[src/hw/dwp_consts.svh]
// constants for the dual watchpoint comparator: offsets, fields, reset values
// Notes on behaviour
// - capability register is read-only, writes ignored
// - top nibble reports exactly two comparators
// - low 28 bits fixed, extra features disabled
// - capability bits 27 to 24 read one
// - capability bits 22 to 0 read zero
// - reference register i at 0x20 plus 16i
// - mask register i at 0x24 plus 16i
// - five-bit mask count, upper bits zero
// - mask zero: all bits, fetch ignores bit0
// - mask x ignores address bits x-1 to 0
// - written mask counts above 24 saturate to 24
// - match flag set when function occurred
// - reading function register zero clears match flag
// - bit 8 selects data or address compare
// - comparator zero data or address, one address only
// - size field: byte, halfword, word, 11 reserved
// - linked comparator field limited to zero or one
`ifndef DWP_CONSTS_SVH
`define DWP_CONSTS_SVH

// register byte offsets
`define DWP_OFS_CAP 12'h000
`define DWP_OFS_COMP_BASE 12'h020
`define DWP_OFS_MASK_BASE 12'h024
`define DWP_OFS_FCT_BASE 12'h028
`define DWP_OFS_STRIDE 12'h010

// capability value
`define DWP_CAP_COMPARATOR_COUNT 4'h2
`define DWP_CAP_CONFIG 28'hF00_0000

// mask field
`define DWP_MASK_W 5
`define DWP_MASK_MAX 5'h18

// function register fields
`define DWP_FCT_MATCH_BIT 24
`define DWP_FCT_LINK_LSB 12
`define DWP_FCT_SIZE_LSB 10
`define DWP_FCT_DM_BIT 8
`define DWP_FCT_FUNC_LSB 0

// reset values
`define DWP_RST_COMP 32'h0000_0000
`define DWP_RST_MASK 5'h00
`define DWP_RST_FUNC 4'h0

`endif

[src/hw/dwp_pkg.sv]
// types shared by the dual watchpoint comparator
package dwp_pkg;

    typedef enum logic [1:0] {
        DWP_SIZE_BYTE = 2'b00,
        DWP_SIZE_HALF = 2'b01,
        DWP_SIZE_WORD = 2'b10,
        DWP_SIZE_RSVD = 2'b11
    } dwp_size_e;

    typedef enum logic {
        DWP_BUS_IDLE = 1'b0,
        DWP_BUS_ACK = 1'b1
    } dwp_bus_state_e;

    // one observed core bus transfer
    typedef struct packed {
        logic valid;
        logic fetch;
        dwp_size_e size;
        logic [31:0] addr;
        logic [31:0] data;
    } dwp_watch_s;

    // comparator zero control fields
    typedef struct packed {
        logic link;
        dwp_size_e size;
        logic data_match;
        logic [3:0] func;
    } dwp_fct0_s;

endpackage

[src/hw/dwp_addr_cmp.sv]
// masked address comparator, one per watchpoint
`timescale 1ns/10ps
module dwp_addr_cmp
    import dwp_pkg::*;
#(
    parameter int ADDR_W = 32,
    parameter int MASK_W = 5
) (
    // reference and mask
    input wire logic [ADDR_W-1:0] ref_addr,
    input wire logic [MASK_W-1:0] mask_cnt,
    // observed address
    input wire logic [ADDR_W-1:0] addr,
    input wire logic fetch,
    // result
    output logic hit
);

    logic [ADDR_W-1:0] care;

    genvar gi;
    generate
        for (gi = 0; gi < ADDR_W; gi++) begin : g_care
            if (gi == 0) begin : g_bit0
                // fetches are halfword aligned, so bit0 is dropped then
                assign care[gi] = (mask_cnt == '0) ? ~fetch : 1'b0;
            end else begin : g_bitn
                assign care[gi] = (ADDR_W'(gi) >= ADDR_W'(mask_cnt));
            end
        end
    endgenerate

    // same-cycle compare of the transfer
    assign hit = (((ref_addr ^ addr) & care) == '0);

endmodule // dwp_addr_cmp

[src/hw/dwp_top.sv]
// dual watchpoint comparator with classic wishbone register slave
`timescale 1ns/10ps
`include "dwp_consts.svh"
module dwp_top
    import dwp_pkg::*;
#(
    parameter int ADR_W = 12,
    parameter int NUM_CMP = 2
) (
    // clock and reset
    input wire logic ref_clk,
    input wire logic rst_n,
    // wishbone slave
    input wire logic wb_cyc_i,
    input wire logic wb_stb_i,
    input wire logic wb_we_i,
    input wire logic [ADR_W-1:0] wb_adr_i,
    input wire logic [3:0] wb_sel_i,
    input wire logic [31:0] wb_dat_i,
    output logic [31:0] wb_dat_o,
    output logic wb_ack_o,
    // watched core bus
    input wire dwp_watch_s watch_i,
    // match pulses per comparator
    output logic [NUM_CMP-1:0] match_o
);

    localparam logic [ADR_W-1:0] OFS_CAP = ADR_W'(`DWP_OFS_CAP);
    localparam logic [ADR_W-1:0] OFS_COMP0 = ADR_W'(`DWP_OFS_COMP_BASE);
    localparam logic [ADR_W-1:0] OFS_MASK0 = ADR_W'(`DWP_OFS_MASK_BASE);
    localparam logic [ADR_W-1:0] OFS_FCT0 = ADR_W'(`DWP_OFS_FCT_BASE);
    localparam logic [ADR_W-1:0] OFS_COMP1 = ADR_W'(`DWP_OFS_COMP_BASE + `DWP_OFS_STRIDE);
    localparam logic [ADR_W-1:0] OFS_MASK1 = ADR_W'(`DWP_OFS_MASK_BASE + `DWP_OFS_STRIDE);
    localparam logic [ADR_W-1:0] OFS_FCT1 = ADR_W'(`DWP_OFS_FCT_BASE + `DWP_OFS_STRIDE);
    localparam logic [31:0] CAP_VALUE = {`DWP_CAP_COMPARATOR_COUNT, `DWP_CAP_CONFIG};

    // bus state
    dwp_bus_state_e bus_state_r;
    dwp_bus_state_e bus_state_nxt;
    logic req_take;
    logic wr_take;
    logic rd_take;
    logic [31:0] rd_nxt;

    // programmable state
    logic [31:0] comp_r [NUM_CMP];
    logic [`DWP_MASK_W-1:0] mask_r [NUM_CMP];
    dwp_fct0_s fct0_r;
    logic [3:0] func1_r;
    logic [NUM_CMP-1:0] flag_r;

    // compare results
    logic [NUM_CMP-1:0] addr_hit;
    logic data_hit;
    logic [NUM_CMP-1:0] event_now;
    logic [`DWP_MASK_W-1:0] mask_wr;

    // merges a write under byte enables
    function automatic logic [31:0] merge_bytes(
        input logic [31:0] old_val,
        input logic [31:0] new_val,
        input logic [3:0] sel
    );
        logic [31:0] res;
        res = old_val;
        for (int b = 0; b < 4; b++) begin
            if (sel[b]) begin
                res[8*b +: 8] = new_val[8*b +: 8];
            end
        end
        return res;
    endfunction

    // ------------------------------------------------------------
    // wishbone handshake: ack one cycle after the request is seen
    // ------------------------------------------------------------
    assign req_take = wb_cyc_i && wb_stb_i && (bus_state_r == DWP_BUS_IDLE);
    assign wr_take = req_take && wb_we_i;
    assign rd_take = req_take && !wb_we_i;

    always_comb begin
        bus_state_nxt = bus_state_r;
        case (bus_state_r)
            DWP_BUS_IDLE: begin
                if (wb_cyc_i && wb_stb_i) begin
                    bus_state_nxt = DWP_BUS_ACK;
                end
            end
            DWP_BUS_ACK: begin
                bus_state_nxt = DWP_BUS_IDLE;
            end
            default: begin
                bus_state_nxt = DWP_BUS_IDLE;
            end
        endcase
    end

    always_ff @(posedge ref_clk or negedge rst_n) begin
        if (!rst_n) begin
            bus_state_r <= DWP_BUS_IDLE;
            wb_ack_o <= 1'b0;
        end else begin
            bus_state_r <= bus_state_nxt;
            wb_ack_o <= (bus_state_nxt == DWP_BUS_ACK);
        end
    end

    // ------------------------------------------------------------
    // read mux; unmapped offsets read zero
    // ------------------------------------------------------------
    always_comb begin
        rd_nxt = 32'h0000_0000;
        if (wb_adr_i == OFS_CAP) begin
            rd_nxt = CAP_VALUE;
        end else if (wb_adr_i == OFS_COMP0) begin
            rd_nxt = comp_r[0];
        end else if (wb_adr_i == OFS_MASK0) begin
            rd_nxt[`DWP_MASK_W-1:0] = mask_r[0];
        end else if (wb_adr_i == OFS_FCT0) begin
            rd_nxt[`DWP_FCT_MATCH_BIT] = flag_r[0];
            rd_nxt[`DWP_FCT_LINK_LSB] = fct0_r.link;
            rd_nxt[`DWP_FCT_SIZE_LSB +: 2] = fct0_r.size;
            rd_nxt[`DWP_FCT_DM_BIT] = fct0_r.data_match;
            rd_nxt[`DWP_FCT_FUNC_LSB +: 4] = fct0_r.func;
        end else if (wb_adr_i == OFS_COMP1) begin
            rd_nxt = comp_r[1];
        end else if (wb_adr_i == OFS_MASK1) begin
            rd_nxt[`DWP_MASK_W-1:0] = mask_r[1];
        end else if (wb_adr_i == OFS_FCT1) begin
            rd_nxt[`DWP_FCT_MATCH_BIT] = flag_r[1];
            rd_nxt[`DWP_FCT_FUNC_LSB +: 4] = func1_r;
        end
    end

    always_ff @(posedge ref_clk or negedge rst_n) begin
        if (!rst_n) begin
            wb_dat_o <= 32'h0000_0000;
        end else if (rd_take) begin
            wb_dat_o <= rd_nxt;
        end else if (bus_state_r == DWP_BUS_ACK) begin
            wb_dat_o <= 32'h0000_0000;
        end
    end

    // ------------------------------------------------------------
    // reference registers; capability offset has no storage
    // ------------------------------------------------------------
    always_ff @(posedge ref_clk or negedge rst_n) begin
        if (!rst_n) begin
            comp_r[0] <= `DWP_RST_COMP;
            comp_r[1] <= `DWP_RST_COMP;
        end else if (wr_take) begin
            if (wb_adr_i == OFS_COMP0) begin
                comp_r[0] <= merge_bytes(comp_r[0], wb_dat_i, wb_sel_i);
            end else if (wb_adr_i == OFS_COMP1) begin
                comp_r[1] <= merge_bytes(comp_r[1], wb_dat_i, wb_sel_i);
            end
        end
    end

    // ------------------------------------------------------------
    // mask registers with saturation
    // ------------------------------------------------------------
    assign mask_wr = (wb_dat_i[`DWP_MASK_W-1:0] > `DWP_MASK_MAX) ?
        `DWP_MASK_MAX : wb_dat_i[`DWP_MASK_W-1:0];

    always_ff @(posedge ref_clk or negedge rst_n) begin
        if (!rst_n) begin
            mask_r[0] <= `DWP_RST_MASK;
            mask_r[1] <= `DWP_RST_MASK;
        end else if (wr_take && wb_sel_i[0]) begin
            if (wb_adr_i == OFS_MASK0) begin
                mask_r[0] <= mask_wr;
            end else if (wb_adr_i == OFS_MASK1) begin
                mask_r[1] <= mask_wr;
            end
        end
    end

    // ------------------------------------------------------------
    // function registers
    // ------------------------------------------------------------
    always_ff @(posedge ref_clk or negedge rst_n) begin
        if (!rst_n) begin
            fct0_r <= '{link: 1'b0, size: DWP_SIZE_BYTE, data_match: 1'b0,
                func: `DWP_RST_FUNC};
            func1_r <= `DWP_RST_FUNC;
        end else if (wr_take) begin
            if (wb_adr_i == OFS_FCT0) begin
                if (wb_sel_i[0]) begin
                    fct0_r.func <= wb_dat_i[`DWP_FCT_FUNC_LSB +: 4];
                end
                if (wb_sel_i[1]) begin
                    fct0_r.data_match <= wb_dat_i[`DWP_FCT_DM_BIT];
                    fct0_r.size <= dwp_size_e'(wb_dat_i[`DWP_FCT_SIZE_LSB +: 2]);
                    // only comparator indices zero and one exist
                    fct0_r.link <= wb_dat_i[`DWP_FCT_LINK_LSB];
                end
            end else if (wb_adr_i == OFS_FCT1) begin
                if (wb_sel_i[0]) begin
                    func1_r <= wb_dat_i[`DWP_FCT_FUNC_LSB +: 4];
                end
            end
        end
    end

    // ------------------------------------------------------------
    // comparators
    // ------------------------------------------------------------
    genvar ci;
    generate
        for (ci = 0; ci < NUM_CMP; ci++) begin : g_cmp
            dwp_addr_cmp #(
                .ADDR_W(32),
                .MASK_W(`DWP_MASK_W)
            ) u_cmp (
                .ref_addr(comp_r[ci]),
                .mask_cnt(mask_r[ci]),
                .addr(watch_i.addr),
                .fetch(watch_i.fetch),
                .hit(addr_hit[ci])
            );
        end
    endgenerate

    // data compare on comparator zero; byte and halfword sizes compare only the low lane of reference and data, word compares all 32 bits
    always_comb begin
        data_hit = 1'b0;
        case (fct0_r.size)
            DWP_SIZE_BYTE: begin
                data_hit = (watch_i.size == DWP_SIZE_BYTE) &&
                    (watch_i.data[7:0] == comp_r[0][7:0]);
            end
            DWP_SIZE_HALF: begin
                data_hit = (watch_i.size == DWP_SIZE_HALF) &&
                    (watch_i.data[15:0] == comp_r[0][15:0]);
            end
            DWP_SIZE_WORD: begin
                data_hit = (watch_i.size == DWP_SIZE_WORD) &&
                    (watch_i.data == comp_r[0]);
            end
            default: begin
                data_hit = 1'b0;
            end
        endcase
    end

    // comparator zero: data mode needs the comparator one address hit only when link is set
    always_comb begin
        event_now = '0;
        if (watch_i.valid && (fct0_r.func != 4'h0)) begin
            if (fct0_r.data_match) begin
                event_now[0] = data_hit && (fct0_r.link ? addr_hit[1] : 1'b1);
            end else begin
                event_now[0] = addr_hit[0];
            end
        end
        // comparator one compares addresses only
        if (watch_i.valid && (func1_r != 4'h0)) begin
            event_now[1] = addr_hit[1];
        end
    end

    // ------------------------------------------------------------
    // match flags: set wins over the read clear
    // ------------------------------------------------------------
    always_ff @(posedge ref_clk or negedge rst_n) begin
        if (!rst_n) begin
            flag_r <= '0;
        end else begin
            if (event_now[0]) begin
                flag_r[0] <= 1'b1;
            end else if (rd_take && (wb_adr_i == OFS_FCT0)) begin
                flag_r[0] <= 1'b0;
            end
            if (event_now[1]) begin
                flag_r[1] <= 1'b1;
            end else if (rd_take && (wb_adr_i == OFS_FCT1)) begin
                flag_r[1] <= 1'b0;
            end
        end
    end

    always_ff @(posedge ref_clk or negedge rst_n) begin
        if (!rst_n) begin
            match_o <= '0;
        end else begin
            match_o <= event_now;
        end
    end
endmodule // dwp_top

[config.mk]
export PLATFORM = sky130hd
export DESIGN_NAME = dwp_top
export DESIGN_NICKNAME = d
export VERILOG_FILES = /design/src/hw/dwp_pkg.sv /design/src/hw/dwp_addr_cmp.sv /design/src/hw/dwp_top.sv
export VERILOG_INCLUDE_DIRS = /design/src /design/src/hw
export SDC_FILE = /design/constraint.sdc
export NUM_CORES = 1
export LEC_CHECK = 0
export ABC_CLOCK_PERIOD_IN_PS = 4200
export BUFFER_PORTS_ARGS = -buffer_cell sky130_fd_sc_hd__buf_4
export CORE_UTILIZATION = 56
export DETAILED_ROUTE_END_ITERATION = 8
export PLACE_DENSITY = 0.79
export SKIP_LAST_GASP = 1
export SYNTH_ARGS = -nofsm -noshare
export SYNTH_HDL_FRONTEND = slang
export SYNTH_SLANG_ARGS = --single-unit
[constraint.sdc]
create_clock -name ref_clk -period 4.2 [get_ports ref_clk]
set_input_delay 0.42 -clock ref_clk [delete_from_list [all_inputs] [get_ports ref_clk]]
set_output_delay 0.42 -clock ref_clk [all_outputs]
set_load 0.01 [all_outputs]
* Word level (Yosys, flattened, before mapping)
Cells that the tools add are included.
** Cells by class
- Equal/unequal tests :: 13
- Bitwise logic cells :: 9
- Reductions and logical operators :: 39
- Magnitude comparators :: 61
- Multiplexer cells :: 37
** Operator list (number)
- 5-bit greater-or-equal comparator, first input constant :: 30
- 32-bit 2-to-1 mux :: 4
- 4-bit by 5-bit greater-or-equal comparator with 1-bit output, first input constant :: 16
- 12-bit by 6-bit equality test with 1-bit output, second input constant :: 6
- 32-bit bitwise AND :: 2
- 32-bit zero test :: 2
- 32-bit bitwise XOR :: 2
- 3-bit by 5-bit greater-or-equal comparator with 1-bit output, first input constant :: 8
- 32-bit equality test :: 1
- 27-bit 2-to-1 mux :: 1
- 3-bit AND reduction :: 7
- 2-bit by 5-bit greater-or-equal comparator with 1-bit output, first input constant :: 4
- 4-bit AND reduction :: 5
- 19-bit 2-to-1 mux :: 1
- 1-bit 2-to-1 mux :: 18
- 16-bit equality test :: 1
- 4-bit 2-to-1 mux :: 4
- 5-bit 2-to-1 mux :: 3
- 7-bit 2-to-1 mux :: 2
- 1-bit logical AND :: 13
- 12-bit zero test :: 1
- 11-bit 2-to-1 mux :: 1
- 1-bit by 5-bit greater-or-equal comparator with 1-bit output, first input constant :: 2
- 5-bit zero test :: 2
- other kinds (13) :: 23
** Storage, ports and cells
- Input port bits :: 121
- Logic and storage cells :: 179
- Register bits :: 123

* Logic depth before layout (Yosys ltp)
Gate-level depths: netlist of the first run.
- Word-level depth :: 9
- Gate-level depth with buffers :: 8
- Depth with buffers taken out :: 7

* Cells and area by module
From an unflattened synthesis of the first run, not the netlist that was laid out.
** Second synthesis, totals
- Cells, all modules :: 657
- Area total of the unflattened synthesis :: 7245.7 sq um
** Modules (own cells, without submodules)
- dwp_top :: area each 5866.9 sq um, cells each 485, times used 1, sequential area each 3078.0 sq um
- dwp_addr_cmp :: area each 689.4 sq um, cells each 86, times used 2, sequential area each 0.0 sq um

* Worst setup path after synthesis of the first run
No wires, ideal clock.
- Path kind :: input to register
- From :: input port wb_adr_i[11]
- To :: register comp_r[56] in the netlist's numbering
- Arrival :: 1887 ps
- Required time :: 4075 ps
- Path buffers :: 2
- Cell stages on the path :: 7
- Slack :: 2188 ps
- Path through :: nor4_4 > nand4b_2 > nor2b_1 > buf_2 > and3_1 > buf_4 > mux2_2
** On the way
- Word-level cells in the longest chain between the ends :: 2
** Ends and longest elaborated chain
- start, declared :: line dwp_top.sv:17 : input wire logic [ADR_W-1:0] wb_adr_i,
- 12-bit by 6-bit equality test with 1-bit output :: line dwp_top.sv:153 : if (wb_adr_i == OFS_COMP0) begin
- 3-bit AND reduction (no source line)
- end, declared :: line dwp_top.sv:46 : logic [31:0] comp_r [NUM_CMP];
Every way passes these cells.
A chain may end at the register's enable or synchronous reset.

* Final worst setup path of the first run
- From :: register mask_r[2] in the netlist's numbering
- To :: register flag_r[0]
** On the way
- Word-level cells in the longest chain between the ends :: 9
** Ends and longest elaborated chain
- start, declared :: line dwp_top.sv:47 : logic [`DWP_MASK_W-1:0] mask_r [NUM_CMP];
- parallel branches: the longest is 2 deep, another holds 1-bit by 5-bit greater-or-equal comparator with 1-bit output
- 32-bit bitwise AND * :: line dwp_addr_cmp.sv:34 : assign hit = (((ref_addr ^ addr) & care) == '0);
- 32-bit zero test * :: line dwp_addr_cmp.sv:34
- 1-bit 2-to-1 mux * :: line dwp_top.sv:253 : event_now[0] = data_hit && (fct0_r.link ? addr_hit[1] : 1'b1);
- 1-bit logical AND * :: line dwp_top.sv:253
- 1-bit 2-to-1 mux * :: line dwp_top.sv:252 : if (fct0_r.data_match) begin
- 1-bit 2-to-1 mux * :: line dwp_top.sv:251 : if (watch_i.valid && (fct0_r.func != 4'h0)) begin
- 1-bit 2-to-1 mux / 2-bit nonzero test (equally long branches)
- end signal, assigned :: line dwp_top.sv:269 : flag_r <= '0;
- end signal, assigned :: line dwp_top.sv:272 : flag_r[0] <= 1'b1;
- end signal, assigned :: line dwp_top.sv:274 : flag_r[0] <= 1'b0;
- end, declared :: line dwp_top.sv:50 : logic [NUM_CMP-1:0] flag_r;
Every way passes the cells marked *.

==> reports/metrics.yaml, run 1 <==
status:
  outcome: "complete, no violations"
setup_path:
  crit_fanout: 15
  r2r_start: "mask_r[2]"
  endpoint_kind: "register"
  critPathArrivalTime_ns: 3.01
  cp-start-kind: "register"
  r2r_end: "flag_r[0]"
  critical_path_required_ns: 4.56
  worstSetupPathType: "register to register"
  reg2regPathDepth: 7
  rrSetupSlack_ns: 1.55
power:
  p_total_mw: 2.86
  vdd_drop_max_uv: 277
  p_leak_nw: 4.00
  power_density_nw_per_um2: 329
routing:
  post_drt_wl_per_cell_um: 21.8
  drc: 0
  first_pass_iters: 6
  ant_nets: 0
  vias: 5945
  via_per_inst: 6.18
  drt_iter0_drc: 397
  drt-total-wl_um: 21000
place:
  numPortBuffers: 155
  place.gp.congestion: 0.929
  hpwl_um: 15300
logic_synthesis:
  synth.distinct_cells: 58
  synthFlopType: "dfrtp_1"
  ys_ff_latch: 123
  synth_edf_count: 0
  syn_inst: 652
  syn_area_um2: 6870
  syn_nets: 773
  synth-async-reset-ratio: 1.00
  yosysWarnings: 0
  avgSynthCellArea_um2: 10.5
  ys_seq_area_frac: 0.448
timing:
  relSlewSlack: 0.361
  grt_setup_unrepaired: "false"
  hold_ws_ns: 0.123
  period_share: 0.631
  fin_crit_ns: 2.65
  finalSetupTns_ns: 0
  fmax_mhz: 377
  worst_slew_pin_slew_ns: 0.958
  fin_skew_ns: 0.00843
  finalHoldViolCount: 0
  setup_viol: 0
  slew_violations: 0
die:
  die_x_um: 113
  start_util: 0.574
  die_area_um2: 12700
  die_y_um: 113
  rows: 40
  ios: 156
  core-area_um2: 12000
clocking:
  ctsResizeCount: 0
  clk_path_buf_depth: 2
  cts_setup_buffers: 0
  clock-sinks: 123
  h-tree-depth: 4
  cts_tree: "done"
  cts_hold_buffers: 0
  clk_latency_ns: 0.42
  clk_pin_slew_worst_paths_ns: 0.06
  cts_made_buffers: 17
  cts-root-buf: "clkbuf_16"
grt:
  grt_max_degree: 74
  antenna_found_initial: 0
  overflow: 0
  grt_use_total: 0.344
  grt_pass1_vias: 6116
  grt_pass1_wl_um: 32600
cells_and_area:
  drive_above_1_share: 0.351
  diodes: 0
  final_nets: 923
  syn2layout_area_growth_pct: 26.7
  final_core_util: 0.727
worst_hold_path:
  hold_path_class: "primary input to async pin"
run:
  max-cap-violations: 0
## cells in the final DEF (no fill, tap or decap), types with 5 or more instances in the layout
cell type,synthesis,final
nand4_1,10,10
nor2_2,5,6
nor3_1,10,10
and2_1,5,5
o31ai_1,7,7
o21ai_0,53,53
mux2_2,74,74
clkbuf_16,0,17
xor2_1,36,36
nor4_1,5,5
xnor2_1,60,60
nand3_1,9,9
a21oi_1,21,21
nor2_1,21,20
nand3b_1,6,6
a31oi_1,12,12
nand2_1,59,59
a22oi_1,25,25
buf_4,2,161
o22ai_1,5,5
mux2_1,9,9
dfrtp_1,123,123
## registers in the layout, indices dropped and copies added, names as in the netlist
| register | flops |
|---|---|
| bus_state_r | 1 |
| fct0_r | 8 |
| wb_dat_o | 32 |
| comp_r | 64 |
| match_o | 2 |
| flag_r | 2 |
| mask_r | 10 |
| func1_r | 4 |
## layer usage
metal | global-route usage | routed length (um) | part of all wire
met1 | 0.437 | 8420 | 0.40
met5 | 0 | 0 | 0
met4 | 0.174 | 753 | 0.036
met3 | 0.0659 | 1690 | 0.081
met2 | 0.565 | 10100 | 0.48
## final cells by class
class	count	area, um^2
Inverter	4	15.0
Tap cell	147	184
Sequential cell	123	3080
Clock inverter	11	120
Clock buffer	21	460
Timing Repair Buffer	161	1210
Fill cell	893	3260
Multi-Input combinational cell	495	3630
## critical path: stages, from the launching register on
cell and delay (ns):
dfrtp_1 0.73, nand3_1 0.38, o21ai_0 0.29, o211ai_1 0.13
nor4_1 0.23, o2111ai_1 0.31, a211o_1 0.41, nand3_1 0.10
## synthesized netlist by cell type (3+ instances only)
cell type    n  share of area
a211oi_1     4         0.0044
a21oi_1     21          0.015
a221oi_1     3         0.0038
a222oi_1     4         0.0058
a22oi_1     25          0.027
a31oi_1     12          0.011
and2_1       5         0.0046
and3_1       4         0.0036
buf_2       14          0.010
clkbuf_1    12         0.0066
dfrtp_1    123           0.45
inv_1        4         0.0022
mux2_1       9          0.015
mux2_2      74           0.12
nand2_1     59          0.032
nand2b_1     3         0.0027
nand3_1      9         0.0066
nand3b_1     6         0.0066
nand4_1     10         0.0091
nor2_1      21          0.011
nor2_2       5         0.0046
nor2_4       3         0.0049
nor2b_1      4         0.0036
nor3_1      10         0.0073
nor4_1       5         0.0046
o2111ai_1    3         0.0038
o211ai_1     3         0.0033
o21ai_0     53          0.039
o22ai_1      5         0.0046
o31ai_1      7         0.0077
or2_2        3         0.0027
xnor2_1     60          0.077
xor2_1      36          0.046
## per-stage QoR
stage / cells / worst slack (ns) / area, um^2
final: 962 / 1.55 / 8700
after global placement: 930 / 1.53 / 8120
after CTS: 962 / 1.68 / 8700
after detailed placement: 930 / 1.43 / 8120
after floorplan: 652 / 2.19 / 6870
after global routing: 962 / 1.56 / 8700
## how the worst max path moves through the flow
stage	start	end	slack (ns)	depth (start not counted)
CTS	mask_r[2]	flag_r[0]	1.68	7
finish	mask_r[2]	flag_r[0]	1.55	7
detailed placement	wb_adr_i[11]	comp_r[50]	1.43	6
global placement	wb_adr_i[11]	comp_r[48]	1.53	6
global route	mask_r[2]	flag_r[0]	1.56	7
floorplan	wb_adr_i[11]	comp_r[56]	2.19	7
## cell families after synthesis
family | share of synthesized area
simple gates | 0.127
buf+inv | 0.0235
xor+xnor | 0.122
mux | 0.136
flops | 0.448
compound gates | 0.143
## where the power goes
part	internal (mW)	switching, mW	total (mW)
clock network	0.899	0.526	1.43
logic	0.117	0.127	0.245
registers	1.19	0.00243	1.19
total	2.20	0.656	2.86
Note: power is estimated with default switching activity, not from simulation.
==> run 2, diff against run 1 <==
- ABC_CLOCK_PERIOD_IN_PS: 4200 -> 2470
- CORE_UTILIZATION: 56 -> 55
- PLACE_DENSITY: 0.79 -> 0.78
- clock period: 4.2 -> 2.47 ns (I/O delays scaled with it)
==> run 2 against run 1 <==
  * Sequential share of layout area is 0.68 points lower
  * Critical path depth stayed put
  * Cell area is 2.0% higher
  * Register-to-register slack worse by 1.3 ns
  * Die area is 1.8% higher
  * Flip-flop and latch count stayed put
  * Non-clock buffer count is 17 higher
  * Sequential power is 70% higher
==> reports/metrics.yaml, run 2 (synthesis results as in run 1) <==
setup_path:
  rrSetupSlack_ns: 0.22
  crit_chain: "nand2_1 -> nand2_1 -> a21oi_1 -> a211oi_1 -> nand4_1 -> or3_1 -> nand3_1"
  critPathTopFamily: "simple AND/OR/NAND/NOR gates"
  worstSetupPathType: "register to register"
  critPathArrivalTime_ns: 2.61
  crit_top_cell: "nand2_1"
  r2r_start: "mask_r[7]"
  cp-start-kind: "register"
  cp_slowest_stage_delay_ns: 0.76
  crit_buf_inv: 0
  r2r_end: "flag_r[0]"
  critPathSlowestCell: "dfrtp_1"
  crit_fanout: 19
  reg2regPathDepth: 7
  critical_path_required_ns: 2.83
  endpoint_kind: "register"
routing:
  drc: 0
  drt_iter0_drc: 578
  vias: 6135
  first_pass_iters: 5
  post_drt_wl_per_cell_um: 21.5
  via_per_inst: 6.14
  drt-total-wl_um: 21500
  ant_nets: 0
clocking:
  clk_path_buf_depth: 2
  clk_pin_slew_worst_paths_ns: 0.06
  cts_setup_buffers: 0
  cts-root-buf: "clkbuf_16"
  cts_tree: "done"
  ctsResizeCount: 0
  h-tree-depth: 4
  clk_latency_ns: 0.43
  cts_hold_buffers: 1
  cts_made_buffers: 17
  clock-sinks: 123
place:
  numPortBuffers: 155
  placed_cell_area_um2: 8280
  place.gp.congestion: 1.05
  hpwl_um: 16300
cells_and_area:
  layout_common_cells: "buf_4, dfrtp_1, mux2_2"
  syn2layout_area_growth_pct: 29.2
  regMostFlops: "comp_r"
  diodes: 0
  final_common_cell: "buf_4"
  stdcell_area_um2: 8870
  nFillCells: 900
  final_nets: 940
  final_core_util: 0.732
  drive_above_1_share: 0.361
  reg.largest.list: "comp_r: 64 flops, wb_dat_o: 32 flops, mask_r: 10 flops"
  largest_reg_flops: 64
grt:
  overflow: 0
  grt_max_degree: 59
  grt_use_total: 0.347
  antenna_found_initial: 0
  grt_pass1_wl_um: 33600
  grt_pass1_vias: 6184
timing:
  fin_skew_ns: 0.0101
  finalHoldViolCount: 0
  slew_violations: 0
  worst_slew_pin_slew_ns: 0.660
  fmax_mhz: 445
  finalSetupTns_ns: 0
  relSlewSlack: 0.560
  period_share: 0.910
  fin_crit_ns: 2.25
  grt_setup_unrepaired: "false"
  setup_viol: 0
worst_hold_path:
  hold_path_class: "primary input to register"
  min_from: "wb_dat_i[20]"
  min_path_cells: 2
  min_to: "comp_r[20]"
power:
  p_leak_nw: 4.09
  vdd_drop_max_uv: 505
  p_total_mw: 4.91
  power_density_nw_per_um2: 554
die:
  ios: 156
  core-area_um2: 12100
  start_util: 0.567
  die_area_um2: 12900
  die_x_um: 114
  die_y_um: 114
  rows: 40
run:
  max-cap-violations: 0
status:
  outcome: "complete, no violations"
run 2: final cells by class:
cell class | instances | area [um^2] | share of cell area
Inverter | 4 | 15.0 | 0.00169
Sequential cell | 123 | 3080 | 0.347
Tap cell | 168 | 210 | 0.0237
Clock buffer | 25 | 495 | 0.0559
Multi-Input combinational cell | 495 | 3630 | 0.410
Clock inverter | 7 | 87.6 | 0.00987
Timing Repair Buffer | 178 | 1350 | 0.152
run 2: through the flow:
| step | setup slack [ns] | hold WS (ns) | std cells |
|---|---|---|---|
| 2_1_floorplan | 0.593 | -0.0486 | 652 |
| 3_3_place_gp | 0.223 | 0.259 | 967 |
| 3_5_place_dp | 0.197 | 0.272 | 967 |
| 4_1_cts | 0.300 | 0.0542 | 1000 |
| 5_1_grt | 0.115 | 0.0594 | 1000 |
| 6_report | 0.223 | 0.0545 | 1000 |
run 2: how the worst max path moves through the flow:
| stage | from | endpoint | slack, ns | depth (start not counted) |
|---|---|---|---|---|
| finish | mask_r[7] | flag_r[0] | 0.22 | 7 |
| global route | mask_r[7] | flag_r[0] | 0.11 | 7 |
| CTS | mask_r[7] | flag_r[0] | 0.30 | 7 |
| detailed placement | wb_adr_i[1] | comp_r[22] | 0.20 | 6 |
| global placement | mask_r[7] | flag_r[0] | 0.22 | 7 |
| floorplan | bus_state_r | comp_r[32] | 0.59 | 6 |
run 2: report_power, final:
| group | switching, mW | total [mW] | internal [mW] |
|---|---|---|---|
| Clock | 0.879 | 2.46 | 1.58 |
| Sequential | 0.00382 | 2.02 | 2.02 |
| Combinational | 0.218 | 0.426 | 0.207 |
run 2: routing by layer:
layer / vias to the layer above / GRT usage / routed length (um) / part of all wire
li1: 2717 / - / - / -
met1: 2979 / 0.448 / 8580 / 0.40
met2: 377 / 0.567 / 10300 / 0.48
met3: 62 / 0.0723 / 1830 / 0.085
met4: 0 / 0.152 / 793 / 0.037
met5: - / 0 / 0 / 0
==> run 3, diff against run 2 <==
- CORE_UTILIZATION: 55 -> 56
- CTS_BUF_LIST: default -> sky130_fd_sc_hd__clkbuf_4 sky130_fd_sc_hd__clkbuf_8
- PLACE_DENSITY: 0.78 -> 0.79
==> run 3 against run 2 <==
  * Hold slack got worse by 0.036 ns
  * Non-clock buffer count decreased by 1
  * Fmax increased by 1.5%
  * Largest cell class unchanged
  * Clock skew decreased by 0.0017 ns
  * Highest routed layer unchanged
  * First-iteration DRC count decreased by 26%
  * Clock power decreased by 28%
==> reports/metrics.yaml, run 3 (synthesis results as in run 1) <==
grt:
  grt_use_total: 0.343
  overflow: 0
  antenna_found_initial: 0
  grt_pass1_vias: 6035
  grt_pass1_wl_um: 32400
  grt_max_degree: 124
die:
  start_util: 0.574
  die_area_um2: 12700
  die_y_um: 113
  die_x_um: 113
  ios: 156
  rows: 40
  core-area_um2: 12000
power:
  power_frac_comb: 0.100
  power_density_nw_per_um2: 487
  seqPwrFrac: 0.480
  p_total_mw: 4.20
  pwr-share-clk: 0.420
  p_int_mw: 3.20
  vdd_drop_max_uv: 402
  p_leak_nw: 3.99
  swShare: 0.239
  p_sw_mw: 1.00
routing:
  ant_nets: 0
  dr_wl_met2_um: 10100
  met3_length_um: 1500
  drt-total-wl_um: 20800
  post_drt_wl_per_cell_um: 21.3
  drc: 0
  wl_met1_um: 8540
  top_layer: "met4"
  via_per_inst: 6.12
  vias: 5976
  first_pass_iters: 6
  drt_iter0_drc: 429
timing:
  slew_violations: 0
  setup_viol: 0
  finalHoldViolCount: 0
  period_share: 0.896
  relSlewSlack: 0.530
  finalSetupTns_ns: 0
  fin_crit_ns: 2.21
  grt_setup_unrepaired: "false"
  fmax_mhz: 452
  setup_ws_ns: 0.256
  fin_skew_ns: 0.00843
  worst_slew_pin_slew_ns: 0.705
cells_and_area:
  syn2layout_area_growth_pct: 25.8
  regMostFlops: "comp_r"
  reg.largest.list: "comp_r: 64 flops, wb_dat_o: 32 flops, mask_r: 10 flops"
  largest_reg_flops: 64
  final_nets: 939
  layout_common_cells: "buf_4, dfrtp_1, mux2_2"
  diodes: 0
  final_common_cell: "buf_4"
  drive_above_1_share: 0.363
place:
  numPortBuffers: 155
  pre_cts_slack_ns: 0.213
  place.gp.congestion: 1.05
  hpwl_um: 15900
clocking:
  cts_made_buffers: 17
  clk_latency_ns: 0.45
  clk_pin_slew_worst_paths_ns: 0.07
  cts-root-buf: "clkbuf_8"
  cts_tree: "done"
  h-tree-depth: 4
  clock-sinks: 123
  clk_path_buf_depth: 2
  cts_setup_buffers: 0
setup_path:
  crit_chain: "nor2_1 -> and2_0 -> nand3_1 -> nor2b_1 -> mux2_2"
  cp_slowest_stage_delay_ns: 0.48
  critPathArrivalTime_ns: 2.55
  endpoint_kind: "register"
  worstSetupPathType: "register to register"
  critPathSlowestCell: "dfrtp_1"
  crit_start: "bus_state_r"
  cp-start-kind: "register"
  critical_path_required_ns: 2.80
  r2r_start: "bus_state_r"
  crit_fanout: 10
worst_hold_path:
  hold_path_class: "primary input to register"
  min_from: "wb_dat_i[18]"
run:
  max-cap-violations: 0
status:
  outcome: "complete, no violations"
## run 3: changes by cell type in the layout (fill, tap and decap cells not counted), moves of 2 or more
cell        delta
clkbuf_8      +15
clkbuf_16     -17
clkinvlp_4     +2
clkbuf_1       -4
clkbuf_4       +4
clkinv_2       -2
## run 3: stage by stage
stage | util | hold WS [ns] | instance area (um^2) | instances
finish | 0.722 | 0.0190 | 8640 | 976
global route | 0.722 | 0.0156 | 8640 | 976
CTS | 0.722 | 0.00407 | 8640 | 976
detailed placement | 0.689 | 0.400 | 8240 | 945
global placement | 0.689 | 0.390 | 8240 | 945
floorplan | - | -0.0486 | 6870 | 652
## run 3: layer usage
layer	track usage	up-vias
met5	0	-
met4	0.142	0
met3	0.0723	51
met2	0.567	293
met1	0.439	2946
li1	-	2686
## run 3: final timing paths
kind / end / slack (ns) / cells past startpoint
min in group asynchronous: fct0_r[0] / 0.42 / 3
max in group asynchronous: comp_r[51] / 1.55 / 3
worst min register to register: wb_dat_o[20] / 0.48 / 2
worst max register to register: mask_r[4] / 0.26 / 5
worst max-delay path: mask_r[4] / 0.26 / 5
worst min-delay path: comp_r[18] / 0.02 / 2
## run 3: repair_timing
| item | in CTS | in global routing |
|---|---|---|
| hold endpoints to repair | 123 | 0 |
| resized for setup | 0 | 0 |
| hold buffers | 1 | 0 |
| setup endpoints to repair | 0 | 0 |
## run 3: power by group through the flow
stage	registers, mW	logic, mW	clock network, mW
floorplan	2.06	0.133	0
global placement	2.06	0.409	0
detailed placement	2.06	0.416	0
CTS	2.02	0.419	1.77
global route	2.02	0.453	1.85
finish	2.02	0.421	1.76
## run 3: area by class of cell
type,count,area (um^2)
flip-flops and latches,123,3080
clock buffers,23,292
inverters,4,15.0
fillers,913,3320
repair buffers,177,1340
multi-input cells,495,3630
clock inverters,7,92.6
well taps,147,184
## run 3: worst max-delay path: cells and delay by family (launching register included)
family        cells  cell delay, ns
simple gates      4            1.21
flops             1            0.48
mux               1            0.40
